==> config.mk <==
export PLATFORM = sky130hd
export DESIGN_NAME = peripheral_interrupt_enable_reg
export DESIGN_NICKNAME = d
export VERILOG_FILES = /design/src/rtl/periph_irq_pkg.sv /design/src/rtl/sticky_flag_cell.sv /design/src/rtl/peripheral_interrupt_enable_reg.sv
export SDC_FILE = /design/constraint.sdc
export NUM_CORES = 1
export LEC_CHECK = 0
export BUFFER_PORTS_ARGS = -buffer_cell sky130_fd_sc_hd__buf_2
export CAP_MARGIN = 10
export CORE_MARGIN = 2
export CORE_UTILIZATION = 45
export CTS_BUF_LIST = sky130_fd_sc_hd__clkbuf_16
export CTS_CLUSTER_DIAMETER = 30
export DETAILED_ROUTE_END_ITERATION = 16
export PLACE_DENSITY = 0.85
export SYNTH_ARGS = -nofsm -noshare
export SYNTH_HDL_FRONTEND = slang
export SYNTH_SLANG_ARGS = --single-unit
==> constraint.sdc <==
create_clock -name mclk_in -period 2.8 [get_ports mclk_in]
set_clock_uncertainty 0.1 [all_clocks]
set_input_delay 0.42 -clock mclk_in [delete_from_list [all_inputs] [get_ports mclk_in]]
set_output_delay 0.42 -clock mclk_in [all_outputs]
set_load 0.005 [all_outputs]
==> src/rtl/periph_irq_pkg.sv <==
`default_nettype none
package periph_irq_pkg;
  // bus geometry
  localparam int AXI_ADDR_W = 8;
  localparam int AXI_DATA_W = 32;
  localparam int AXI_STRB_W = AXI_DATA_W / 8;
  localparam int REG_W = 8;

  // register byte offsets
  localparam logic [AXI_ADDR_W-1:0] ENABLE_OFF = 8'h00;
  localparam logic [AXI_ADDR_W-1:0] FLAG_OFF = 8'h04;
  localparam logic [AXI_ADDR_W-1:0] CTRL_OFF = 8'h08;

  // enable and flag bit positions, same layout in both registers
  localparam int CONVERTER_BIT = 6;
  localparam int CAPTURE_COMPARE_BIT = 5;
  localparam int COMPARATOR_BIT = 3;
  localparam int TIMER2_MATCH_BIT = 1;
  localparam int TIMER1_OVERFLOW_BIT = 0;

  // core interrupt control bit positions
  localparam int GLOBAL_ENABLE_BIT = 7;
  localparam int GROUP_ENABLE_BIT = 6;

  // implemented bit masks per device variant, then the reserved and reduced-only bit masks
  localparam logic [REG_W-1:0] FULL_IMPL_MASK = 8'h6b;
  localparam logic [REG_W-1:0] REDUCED_IMPL_MASK = 8'h09;
  localparam logic [REG_W-1:0] RESERVED_MASK = 8'h94;
  localparam logic [REG_W-1:0] REDUCED_ONLY_MASK = 8'h62;

  // reset values
  localparam logic [REG_W-1:0] ENABLE_RESET = 8'h00;
  localparam logic [REG_W-1:0] FLAG_RESET = 8'h00;
  localparam logic [REG_W-1:0] CTRL_RESET = 8'h00;
  localparam logic [AXI_DATA_W-1:0] RDATA_RESET = 32'h0000_0000;

  // axi responses
  localparam logic [1:0] RESP_OKAY = 2'h0;
  localparam logic [1:0] RESP_SLVERR = 2'h2;
endpackage
`default_nettype wire

==> src/rtl/sticky_flag_cell.sv <==
`default_nettype none
module sticky_flag_cell #(
  parameter bit IMPLEMENTED = 1'b1
) (
  // clock and reset
  input wire logic mclk_in,
  input wire logic sys_rst_in,
  // set by event, cleared by software
  input wire logic set_in,
  input wire logic clr_in,
  // stored flag
  output logic flag_out
);
  logic flag_q;
  logic flag_d;

  // set wins over a clear in the same cycle
  assign flag_d = IMPLEMENTED & ((flag_q & ~clr_in) | set_in);
  assign flag_out = flag_q;

  always_ff @(posedge mclk_in) begin
    if (sys_rst_in) begin
      flag_q <= 1'b0;
    end else begin
      flag_q <= flag_d;
    end
  end
endmodule
`default_nettype wire

==> src/rtl/peripheral_interrupt_enable_reg.sv <==
// Added by the designer: the register offsets and register access over AXI4-Lite.
`default_nettype none
// Functional notes
// no peripheral request reaches the core while the group enable is clear
// bit 6 is the read/write converter interrupt enable
// bit 5 is the read/write capture/compare interrupt enable
// bit 3 is the read/write comparator interrupt enable
// bit 1 is the read/write timer2 period match interrupt enable
// bit 0 is the read/write timer1 overflow interrupt enable
// bits 7, 4 and 2 read zero and ignore writes
// reduced variant: bits 6, 5 and 1 read zero and do nothing
// nothing reaches the core while the global enable is clear
// flags set on their event regardless of any enable
// request is OR of flag AND enable, gated by group and global
// all enables reset to zero
module peripheral_interrupt_enable_reg #(
  parameter bit FULL_FEATURE = 1'b1
) (
  // clock and reset
  input wire logic mclk_in,
  input wire logic sys_rst_in,
  // axi4-lite write address
  input wire logic awvalid_in,
  output logic awready_out,
  input wire logic [periph_irq_pkg::AXI_ADDR_W-1:0] awaddr_in,
  // axi4-lite write data
  input wire logic wvalid_in,
  output logic wready_out,
  input wire logic [periph_irq_pkg::AXI_DATA_W-1:0] wdata_in,
  input wire logic [periph_irq_pkg::AXI_STRB_W-1:0] wstrb_in,
  // axi4-lite write response
  output logic bvalid_out,
  input wire logic bready_in,
  output logic [1:0] bresp_out,
  // axi4-lite read address
  input wire logic arvalid_in,
  output logic arready_out,
  input wire logic [periph_irq_pkg::AXI_ADDR_W-1:0] araddr_in,
  // axi4-lite read data
  output logic rvalid_out,
  input wire logic rready_in,
  output logic [periph_irq_pkg::AXI_DATA_W-1:0] rdata_out,
  output logic [1:0] rresp_out,
  // peripheral events, one-cycle pulses
  input wire logic converter_done_in,
  input wire logic capture_compare_in,
  input wire logic comparator_change_in,
  input wire logic timer2_match_in,
  input wire logic timer1_overflow_in,
  // request to the core
  output logic irq_out
);
  import periph_irq_pkg::*;

  localparam logic [REG_W-1:0] IMPL_MASK = FULL_FEATURE ? FULL_IMPL_MASK : REDUCED_IMPL_MASK;

  // write channel state
  logic awready_q, awready_d;
  logic aw_hold_q;
  logic [AXI_ADDR_W-1:0] aw_addr_q;
  logic wready_q, wready_d;
  logic w_hold_q;
  logic [REG_W-1:0] w_data_q;
  logic w_strb0_q;
  logic bvalid_q;
  logic [1:0] bresp_q;
  // read channel state
  logic arready_q, arready_d;
  logic rvalid_q;
  logic [AXI_DATA_W-1:0] rdata_q;
  logic [1:0] rresp_q;
  // block state
  logic [REG_W-1:0] enable_q, enable_d;
  logic global_q, global_d;
  logic group_q, group_d;
  logic irq_q, irq_d;

  wire aw_take = awvalid_in & awready_q;
  wire w_take = wvalid_in & wready_q;
  wire do_write = aw_hold_q & w_hold_q & ~bvalid_q;
  wire ar_take = arvalid_in & arready_q;

  assign awready_d = awvalid_in & ~awready_q & ~aw_hold_q & ~bvalid_q;
  assign wready_d = wvalid_in & ~wready_q & ~w_hold_q & ~bvalid_q;
  assign arready_d = arvalid_in & ~arready_q & ~rvalid_q;

  // write decode
  wire wr_sel_enable = aw_addr_q[AXI_ADDR_W-1:2] == ENABLE_OFF[AXI_ADDR_W-1:2];
  wire wr_sel_flag = aw_addr_q[AXI_ADDR_W-1:2] == FLAG_OFF[AXI_ADDR_W-1:2];
  wire wr_sel_ctrl = aw_addr_q[AXI_ADDR_W-1:2] == CTRL_OFF[AXI_ADDR_W-1:2];
  wire wr_mapped = wr_sel_enable | wr_sel_flag | wr_sel_ctrl;
  wire wr_enable = do_write & wr_sel_enable & w_strb0_q;
  wire wr_flag = do_write & wr_sel_flag & w_strb0_q;
  wire wr_ctrl = do_write & wr_sel_ctrl & w_strb0_q;

  // unimplemented bits are masked off on every write
  assign enable_d = wr_enable ? (w_data_q & IMPL_MASK) : enable_q;
  assign global_d = wr_ctrl ? w_data_q[GLOBAL_ENABLE_BIT] : global_q;
  assign group_d = wr_ctrl ? w_data_q[GROUP_ENABLE_BIT] : group_q;

  // event vector in the flag layout
  logic [REG_W-1:0] event_vec;
  always_comb begin
    event_vec = '0;
    event_vec[CONVERTER_BIT] = converter_done_in;
    event_vec[CAPTURE_COMPARE_BIT] = capture_compare_in;
    event_vec[COMPARATOR_BIT] = comparator_change_in;
    event_vec[TIMER2_MATCH_BIT] = timer2_match_in;
    event_vec[TIMER1_OVERFLOW_BIT] = timer1_overflow_in;
  end

  wire [REG_W-1:0] flag_clr = {REG_W{wr_flag}} & w_data_q;
  logic [REG_W-1:0] flag_vec;

  // flags ignore every enable; write one to clear
  for (genvar i = 0; i < REG_W; i++) begin : g_flag
    sticky_flag_cell #(
      .IMPLEMENTED(IMPL_MASK[i])
    ) u_flag (
      .mclk_in(mclk_in),
      .sys_rst_in(sys_rst_in),
      .set_in(event_vec[i]),
      .clr_in(flag_clr[i]),
      .flag_out(flag_vec[i])
    );
  end

  // request combine and gating
  wire periph_pending = |(flag_vec & enable_q);
  assign irq_d = global_q & group_q & periph_pending;

  // read decode
  wire rd_sel_enable = araddr_in[AXI_ADDR_W-1:2] == ENABLE_OFF[AXI_ADDR_W-1:2];
  wire rd_sel_flag = araddr_in[AXI_ADDR_W-1:2] == FLAG_OFF[AXI_ADDR_W-1:2];
  wire rd_sel_ctrl = araddr_in[AXI_ADDR_W-1:2] == CTRL_OFF[AXI_ADDR_W-1:2];
  wire rd_mapped = rd_sel_enable | rd_sel_flag | rd_sel_ctrl;
  wire [REG_W-1:0] ctrl_vec = {global_q, group_q, 6'h00};
  wire [REG_W-1:0] rd_byte = rd_sel_enable ? enable_q :
                             rd_sel_flag ? flag_vec :
                             rd_sel_ctrl ? ctrl_vec : 8'h00;
  wire [AXI_DATA_W-1:0] rd_word = {24'h00_0000, rd_byte};

  // write address and data capture
  always_ff @(posedge mclk_in) begin
    if (sys_rst_in) begin
      awready_q <= 1'b0;
      aw_hold_q <= 1'b0;
      aw_addr_q <= '0;
    end else begin
      awready_q <= awready_d;
      if (aw_take) begin
        aw_hold_q <= 1'b1;
        aw_addr_q <= awaddr_in;
      end else if (do_write) begin
        aw_hold_q <= 1'b0;
      end
    end
  end

  always_ff @(posedge mclk_in) begin
    if (sys_rst_in) begin
      wready_q <= 1'b0;
      w_hold_q <= 1'b0;
      w_data_q <= '0;
      w_strb0_q <= 1'b0;
    end else begin
      wready_q <= wready_d;
      if (w_take) begin
        w_hold_q <= 1'b1;
        w_data_q <= wdata_in[REG_W-1:0];
        w_strb0_q <= wstrb_in[0];
      end else if (do_write) begin
        w_hold_q <= 1'b0;
      end
    end
  end

  // write response
  always_ff @(posedge mclk_in) begin
    if (sys_rst_in) begin
      bvalid_q <= 1'b0;
      bresp_q <= RESP_OKAY;
    end else if (do_write) begin
      bvalid_q <= 1'b1;
      bresp_q <= wr_mapped ? RESP_OKAY : RESP_SLVERR;
    end else if (bvalid_q & bready_in) begin
      bvalid_q <= 1'b0;
    end
  end

  // read channel
  always_ff @(posedge mclk_in) begin
    if (sys_rst_in) begin
      arready_q <= 1'b0;
      rvalid_q <= 1'b0;
      rdata_q <= RDATA_RESET;
      rresp_q <= RESP_OKAY;
    end else begin
      arready_q <= arready_d;
      if (ar_take) begin
        rvalid_q <= 1'b1;
        rdata_q <= rd_word;
        rresp_q <= rd_mapped ? RESP_OKAY : RESP_SLVERR;
      end else if (rvalid_q & rready_in) begin
        rvalid_q <= 1'b0;
      end
    end
  end

  // block registers
  always_ff @(posedge mclk_in) begin
    if (sys_rst_in) begin
      enable_q <= ENABLE_RESET;
      global_q <= CTRL_RESET[GLOBAL_ENABLE_BIT];
      group_q <= CTRL_RESET[GROUP_ENABLE_BIT];
      irq_q <= 1'b0;
    end else begin
      enable_q <= enable_d;
      global_q <= global_d;
      group_q <= group_d;
      irq_q <= irq_d;
    end
  end

  assign awready_out = awready_q;
  assign wready_out = wready_q;
  assign bvalid_out = bvalid_q;
  assign bresp_out = bresp_q;
  assign arready_out = arready_q;
  assign rvalid_out = rvalid_q;
  assign rdata_out = rdata_q;
  assign rresp_out = rresp_q;
  assign irq_out = irq_q;
endmodule
`default_nettype wire

==> Word-level counts from Yosys, hierarchy flattened <==
Cells that the tools add are included.
{ "word_totals": {"reg_bits": 49, "output_inout_bits": 42, "elab_cells": 96, "input_bits": 64} }
{ "op_classes": {"muxes": 12, "n_eq_ne": 4, "reduce_logical": 7, "bitwise": 51} }
{ "ops": {"columns": ["operator", "n"], "rows": [
  ["bitwise AND 1 bit", 28],
  ["2-to-1 mux 8 bit", 3],
  ["bitwise AND 7 bit", 2],
  ["equality test 6 x 1 -> 1 bit (second input constant)", 2],
  ["equality test 6 x 2 -> 1 bit (second input constant)", 2],
  ["logical NOT 6 bit", 2],
  ["inverter 1 bit", 12],
  ["OR 1 bit", 9],
  ["nonzero test 2 bit", 4],
  ["OR reduction 8 bit", 1],
  ["2-to-1 mux 1 bit", 7],
  ["2-to-1 mux 2 bit", 2]
]} }

==> Logic depth before layout (Yosys ltp) <==
{ "depth": {"word_depth": 8, "depth_mapped": 5, "ltp_nobuf": 3} }

==> Hierarchy <==
Synthesis repeated with hierarchy kept, for this count alone.
{ "hier_totals": {"cells_unflattened": 251, "area_unflattened_um2": 2124.5} }
{ "modules_own_cells": {"columns": ["module", "seq_area_each_um2", "area_each_um2", "instances", "cells_each"], "rows": [
  ["peripheral_interrupt_enable_reg", 800.8, 1896.8, 1, 225],
  ["sticky_flag_cell (g_flag[0].u_flag ...)", 20.0, 38.8, 5, 4],
  ["sticky_flag_cell (g_flag[2].u_flag ...)", 0.0, 11.3, 3, 2]
]} }

==> Least setup slack after synthesis <==
OpenSTA, ideal clock, no wires.
{ "synth_path": {"path_kind": "input to register", "start": "in araddr_in[5] (netlist name)", "end": "reg rdata_q[7] (netlist: rdata_out[7])", "cell_stages": 3, "setup_ps": 70, "required_time_ps": 2630, "arrival_time_ps": 1557, "n_path_buf": 0, "path_slack_ps": 1073, "cell_sequence": "or4_4 or4_1 a21oi_1"} }
{ "synth_via": {"elab_chain_len": 4, "word_cells_on_any_way": 6, "cone_classes": "2 x eq/ne; 3 x mux; 1 x reduce/logical"} }
{ "synth_rtl": {"columns": ["item", "line", "source"], "rows": [
  ["start: declaration", "peripheral_interrupt_enable_reg.sv:38", "input wire logic [periph_irq_pkg::AXI_ADDR_W-1:0] araddr_in,"],
  ["equality test 6 x 2 -> 1 bit", "peripheral_interrupt_enable_reg.sv:135", "wire rd_sel_ctrl = araddr_in[AXI_ADDR_W-1:2] == CTRL_OFF[AXI_ADDR_W-1:2];"],
  ["2-to-1 mux 8 bit", "peripheral_interrupt_enable_reg.sv:140", "rd_sel_ctrl ? ctrl_vec : 8'h00;"],
  ["2-to-1 mux 8 bit", "peripheral_interrupt_enable_reg.sv:139", "rd_sel_flag ? flag_vec :"],
  ["2-to-1 mux 8 bit *", "peripheral_interrupt_enable_reg.sv:138", "wire [REG_W-1:0] rd_byte = rd_sel_enable ? enable_q :"],
  ["end signal: assignment", "peripheral_interrupt_enable_reg.sv:202", "rdata_q <= rd_word;"],
  ["end: declaration", "peripheral_interrupt_enable_reg.sv:70", "logic [AXI_DATA_W-1:0] rdata_q;"]
]} }
Every way passes the cells marked *; elsewhere a longest branch is shown, timed or not.
A chain may end at the register's enable or synchronous reset.

==> Final worst setup path <==
{ "layout_path": {"start": "reg aw_addr_q[7]", "end": "reg enable_q[6]"} }
{ "layout_via": {"elab_chain_len": 3} }
{ "layout_rtl": {"columns": ["item", "line", "source"], "rows": [
  ["start: declaration", "peripheral_interrupt_enable_reg.sv:60", "logic [AXI_ADDR_W-1:0] aw_addr_q;"],
  ["start signal: assignment", "peripheral_interrupt_enable_reg.sv:153", "aw_addr_q <= awaddr_in;"],
  ["logical NOT 6 bit", "peripheral_interrupt_enable_reg.sv:88", "wire wr_sel_enable = aw_addr_q[AXI_ADDR_W-1:2] == ENABLE_OFF[AXI_ADDR_W-1:2];"],
  ["bitwise AND 1 bit (2 in series)", "peripheral_interrupt_enable_reg.sv:92", "wire wr_enable = do_write & wr_sel_enable & w_strb0_q;"],
  ["end signal: assignment", "peripheral_interrupt_enable_reg.sv:218", "enable_q <= enable_d;"],
  ["end: declaration", "peripheral_interrupt_enable_reg.sv:73", "logic [REG_W-1:0] enable_q, enable_d;"]
]} }
Every way passes these cells.

==> results.cfg <==
[status]
status = finished clean

[cts]
hold_buffers = 0
cts_resized = 0
cts_setup_buffers = 0
cts_buffers = 5
tritoncts = built
clk_latency_ps = 280
clk_pin_slew_worst_paths_ps = 60
cts_buffer_depth = 2
cts_htree_levels = 2
cts_root_buf = clkbuf_16
cts.sinks = 41

[critical_path]
cpLargestDelayFamily = simple AND/OR/NAND/NOR gates
worstPathRequired_ps = 2910
setup.worst_path.start_class = flip-flop
cp-end-kind = flip-flop
cp.arrival_ps = 1900
max_stage_delay_ps = 590
crit_buf_inv = 0
critPathLaunch = aw_addr_q[7]$_SDFFE_PP0P_
reg2reg_from = aw_addr_q[7]$_SDFFE_PP0P_
critPathKind = reg2reg
slowest_stage = or4_4
path_cells = or4_4, nor4_4, mux2i_1
crit_fanout = 5

[layout]
final_cell_mix = buf_2 (44), dfxtp_1 (41), nand2_1 (36)
final_layout_size_suffix_gt1_share_pct = 21.96
fin_area_um2 = 2146
final_util_pct = 53.64
final_common_cell = buf_2
finalNetCount = 318
areaGrowthSynthToFinish_pct = 14.41
n_antenna_cell = 0

[logic_synthesis]
synth_top_area_cell = dfxtp_1
yosys-top-cells-area = dfxtp_1 (44%), buf_4 (11%), nand2_1 (7.2%)
ys_ff_latch = 41
synth_area_per_cell_um2 = 8.723
synth.cell_area_um2 = 1876
yosysTopAreaCellShare_pct = 43.76
synth_top_family_by_area = simple AND/OR/NAND/NOR gates
synth_compound_area_share_pct = 11.67
synth.distinct_cells = 29
synth.area.mux_share_pct = 6.404
yosys.area_share.simple_pct = 22.75
syn_inst = 215
synthAdderAreaFrac_pct = 0
ys_warn_count = 0
ys_seq_area_share_pct = 43.76
synth_xor_area_share_pct = 0

[power_and_ir_drop]
pwr-share-seq_pct = 49.8
max-vdd-ir-drop_uv = 370.6
p_per_area_nw_per_um2 = 578.1
p_switching_w = 0.0002809
p_comb_share_pct = 7.2
p_sw_share_pct = 22.64
p_clk_share_pct = 43.0
p_int_w = 0.0009596
p_leak_nw = 0.8725

[global_routing]
met3_usage_pct = 5.195
grt_util_met1_pct = 18.63
grt_max_degree = 34
grt_pass1_wl_mm = 5.554
use_met2_pct = 27.88
overflow = 0
grtUsageTotal_pct = 16.18
antenna_found_initial = 0
grt_pass1_vias = 1272
grt_busiest_layer = met2

[timing]
setup_viol = 0
worst_pin_slew_ps = 589.5
fin_crit_sh_pct = 63.93
fmax_ghz = 0.5586
relSlewSlack_pct = 60.70
finalMaxSlewViolations = 0
rsz0062_at_grt = false
fin_tns_setup_ps = 0
final_hold_viol_count = 0
period_minus_slack_ps = 1790

[routing]
totalWireLength_mm = 3.540
routed_via_density = 4.967
remaining_drc_errors = 0
dr.pass1.iters = 4
drt_iter0_drc = 61
wl_per_cell_um = 11.61
ant_nets = 0
vias = 1515

[placement]
place.gp.congestion = 0.7450
dp_hpwl_mm = 2.648
place_area_um2 = 2008
port_buffers = 44

[floorplanning]
start_util_pct = 46.89
die_x_um = 68.56
pin_count = 106
rows = 23
die_h_um = 68.56
core-area_um2 = 4000
die_area_um2 = 4700

[min_path]
hp-class = in2reg
min_from = awaddr_in[6]

[flow_run]
maxCapViolCount = 0
path summary, 6_finish.rpt:
kind	slack [ps]	depth (start not counted)	endpoint
worst max register to register	1010	3	enable_q[6]$_SDFFE_PP0P_
worst min register to register	340	1	arready_out$_SDFF_PP0_
worst max-delay path	1010	3	enable_q[6]$_SDFFE_PP0P_
worst min-delay path	290	3	aw_addr_q[6]$_SDFFE_PP0P_
area by class of cell:
cell class	count	area [µm²]
inverters	9	33.78
flip-flops and latches	41	820.8
multi-input cells	153	870.8
clock inverters	3	12.51
clock buffers	5	125.1
well taps	50	62.56
repair buffers	44	220.2
fillers	398	1854
cell families (layout without fill, tap and decap cells):
family	count (synthesis)	count (layout)
flip-flops	41	41
AO/OA/AOI/OAI	36	36
AND/OR/NAND/NOR	77	77
buffers and inverters	48	61
multiplexers	12	12
other	1	28
synth_stat cells (all sizes together):
library cell   n
nor4           2
a311oi         5
a222oi         1
clkbuf        10
a21oi         23
or2            1
a22oi          1
nand3b         2
nor2           5
o21ai          2
buf           29
nand4b         1
a211oi         3
a32o           1
or4            7
nor2b          1
nor4b          4
nor3           3
mux2i         12
conb           1
nand2b         2
nand3         13
nand2         36
inv            9
dfxtp         41
layer usage:
metal / part of all wire (%) / wire, µm / vias up
met3: 6.6 / 232 / 6
met1: 41 / 1440 / 690
met4: 1.6 / 56 / 0
met5: 0 / 0 / -
met2: 51 / 1810 / 42
li1: - / - / 777
power groups by stage:
stage	Combinational (W)	Sequential [W]	Clock (W)
final	0.0000891	0.000618	0.000533
after CTS	0.0000895	0.000618	0.000546
after global placement	0.0000875	0.000630	0
after floorplan	0.0000886	0.000624	0
after detailed placement	0.0000891	0.000631	0
after global routing	0.000103	0.000621	0.000571
sequential cells by signal, summed over array words and instances, names as in the netlist, 5 cells and up:
name and count:
aw_addr_q 6, g_flag.u_flag.flag_out 5, enable_q 5, rdata_out 6, w_data_q 6
through the flow:
stage	setup WS, ps	power [W]	hold WS, ps	instances
after global placement	907.9	0.0007176	333.7	297
after CTS	1009	0.001253	284.5	305
after global routing	913.3	0.001295	299.6	305
after detailed placement	881.3	0.0007201	333.7	297
after floorplan	1073	0.0007128	328.4	242
final	1010	0.001241	288.0	305
worst reg2reg max path, cell delays in order (launching register included):
cell and delay (ps):
dfxtp_1 310, or4_4 590, nor4_4 480, mux2i_1 240
No activity file was read; power rests on OpenSTA's default activity.
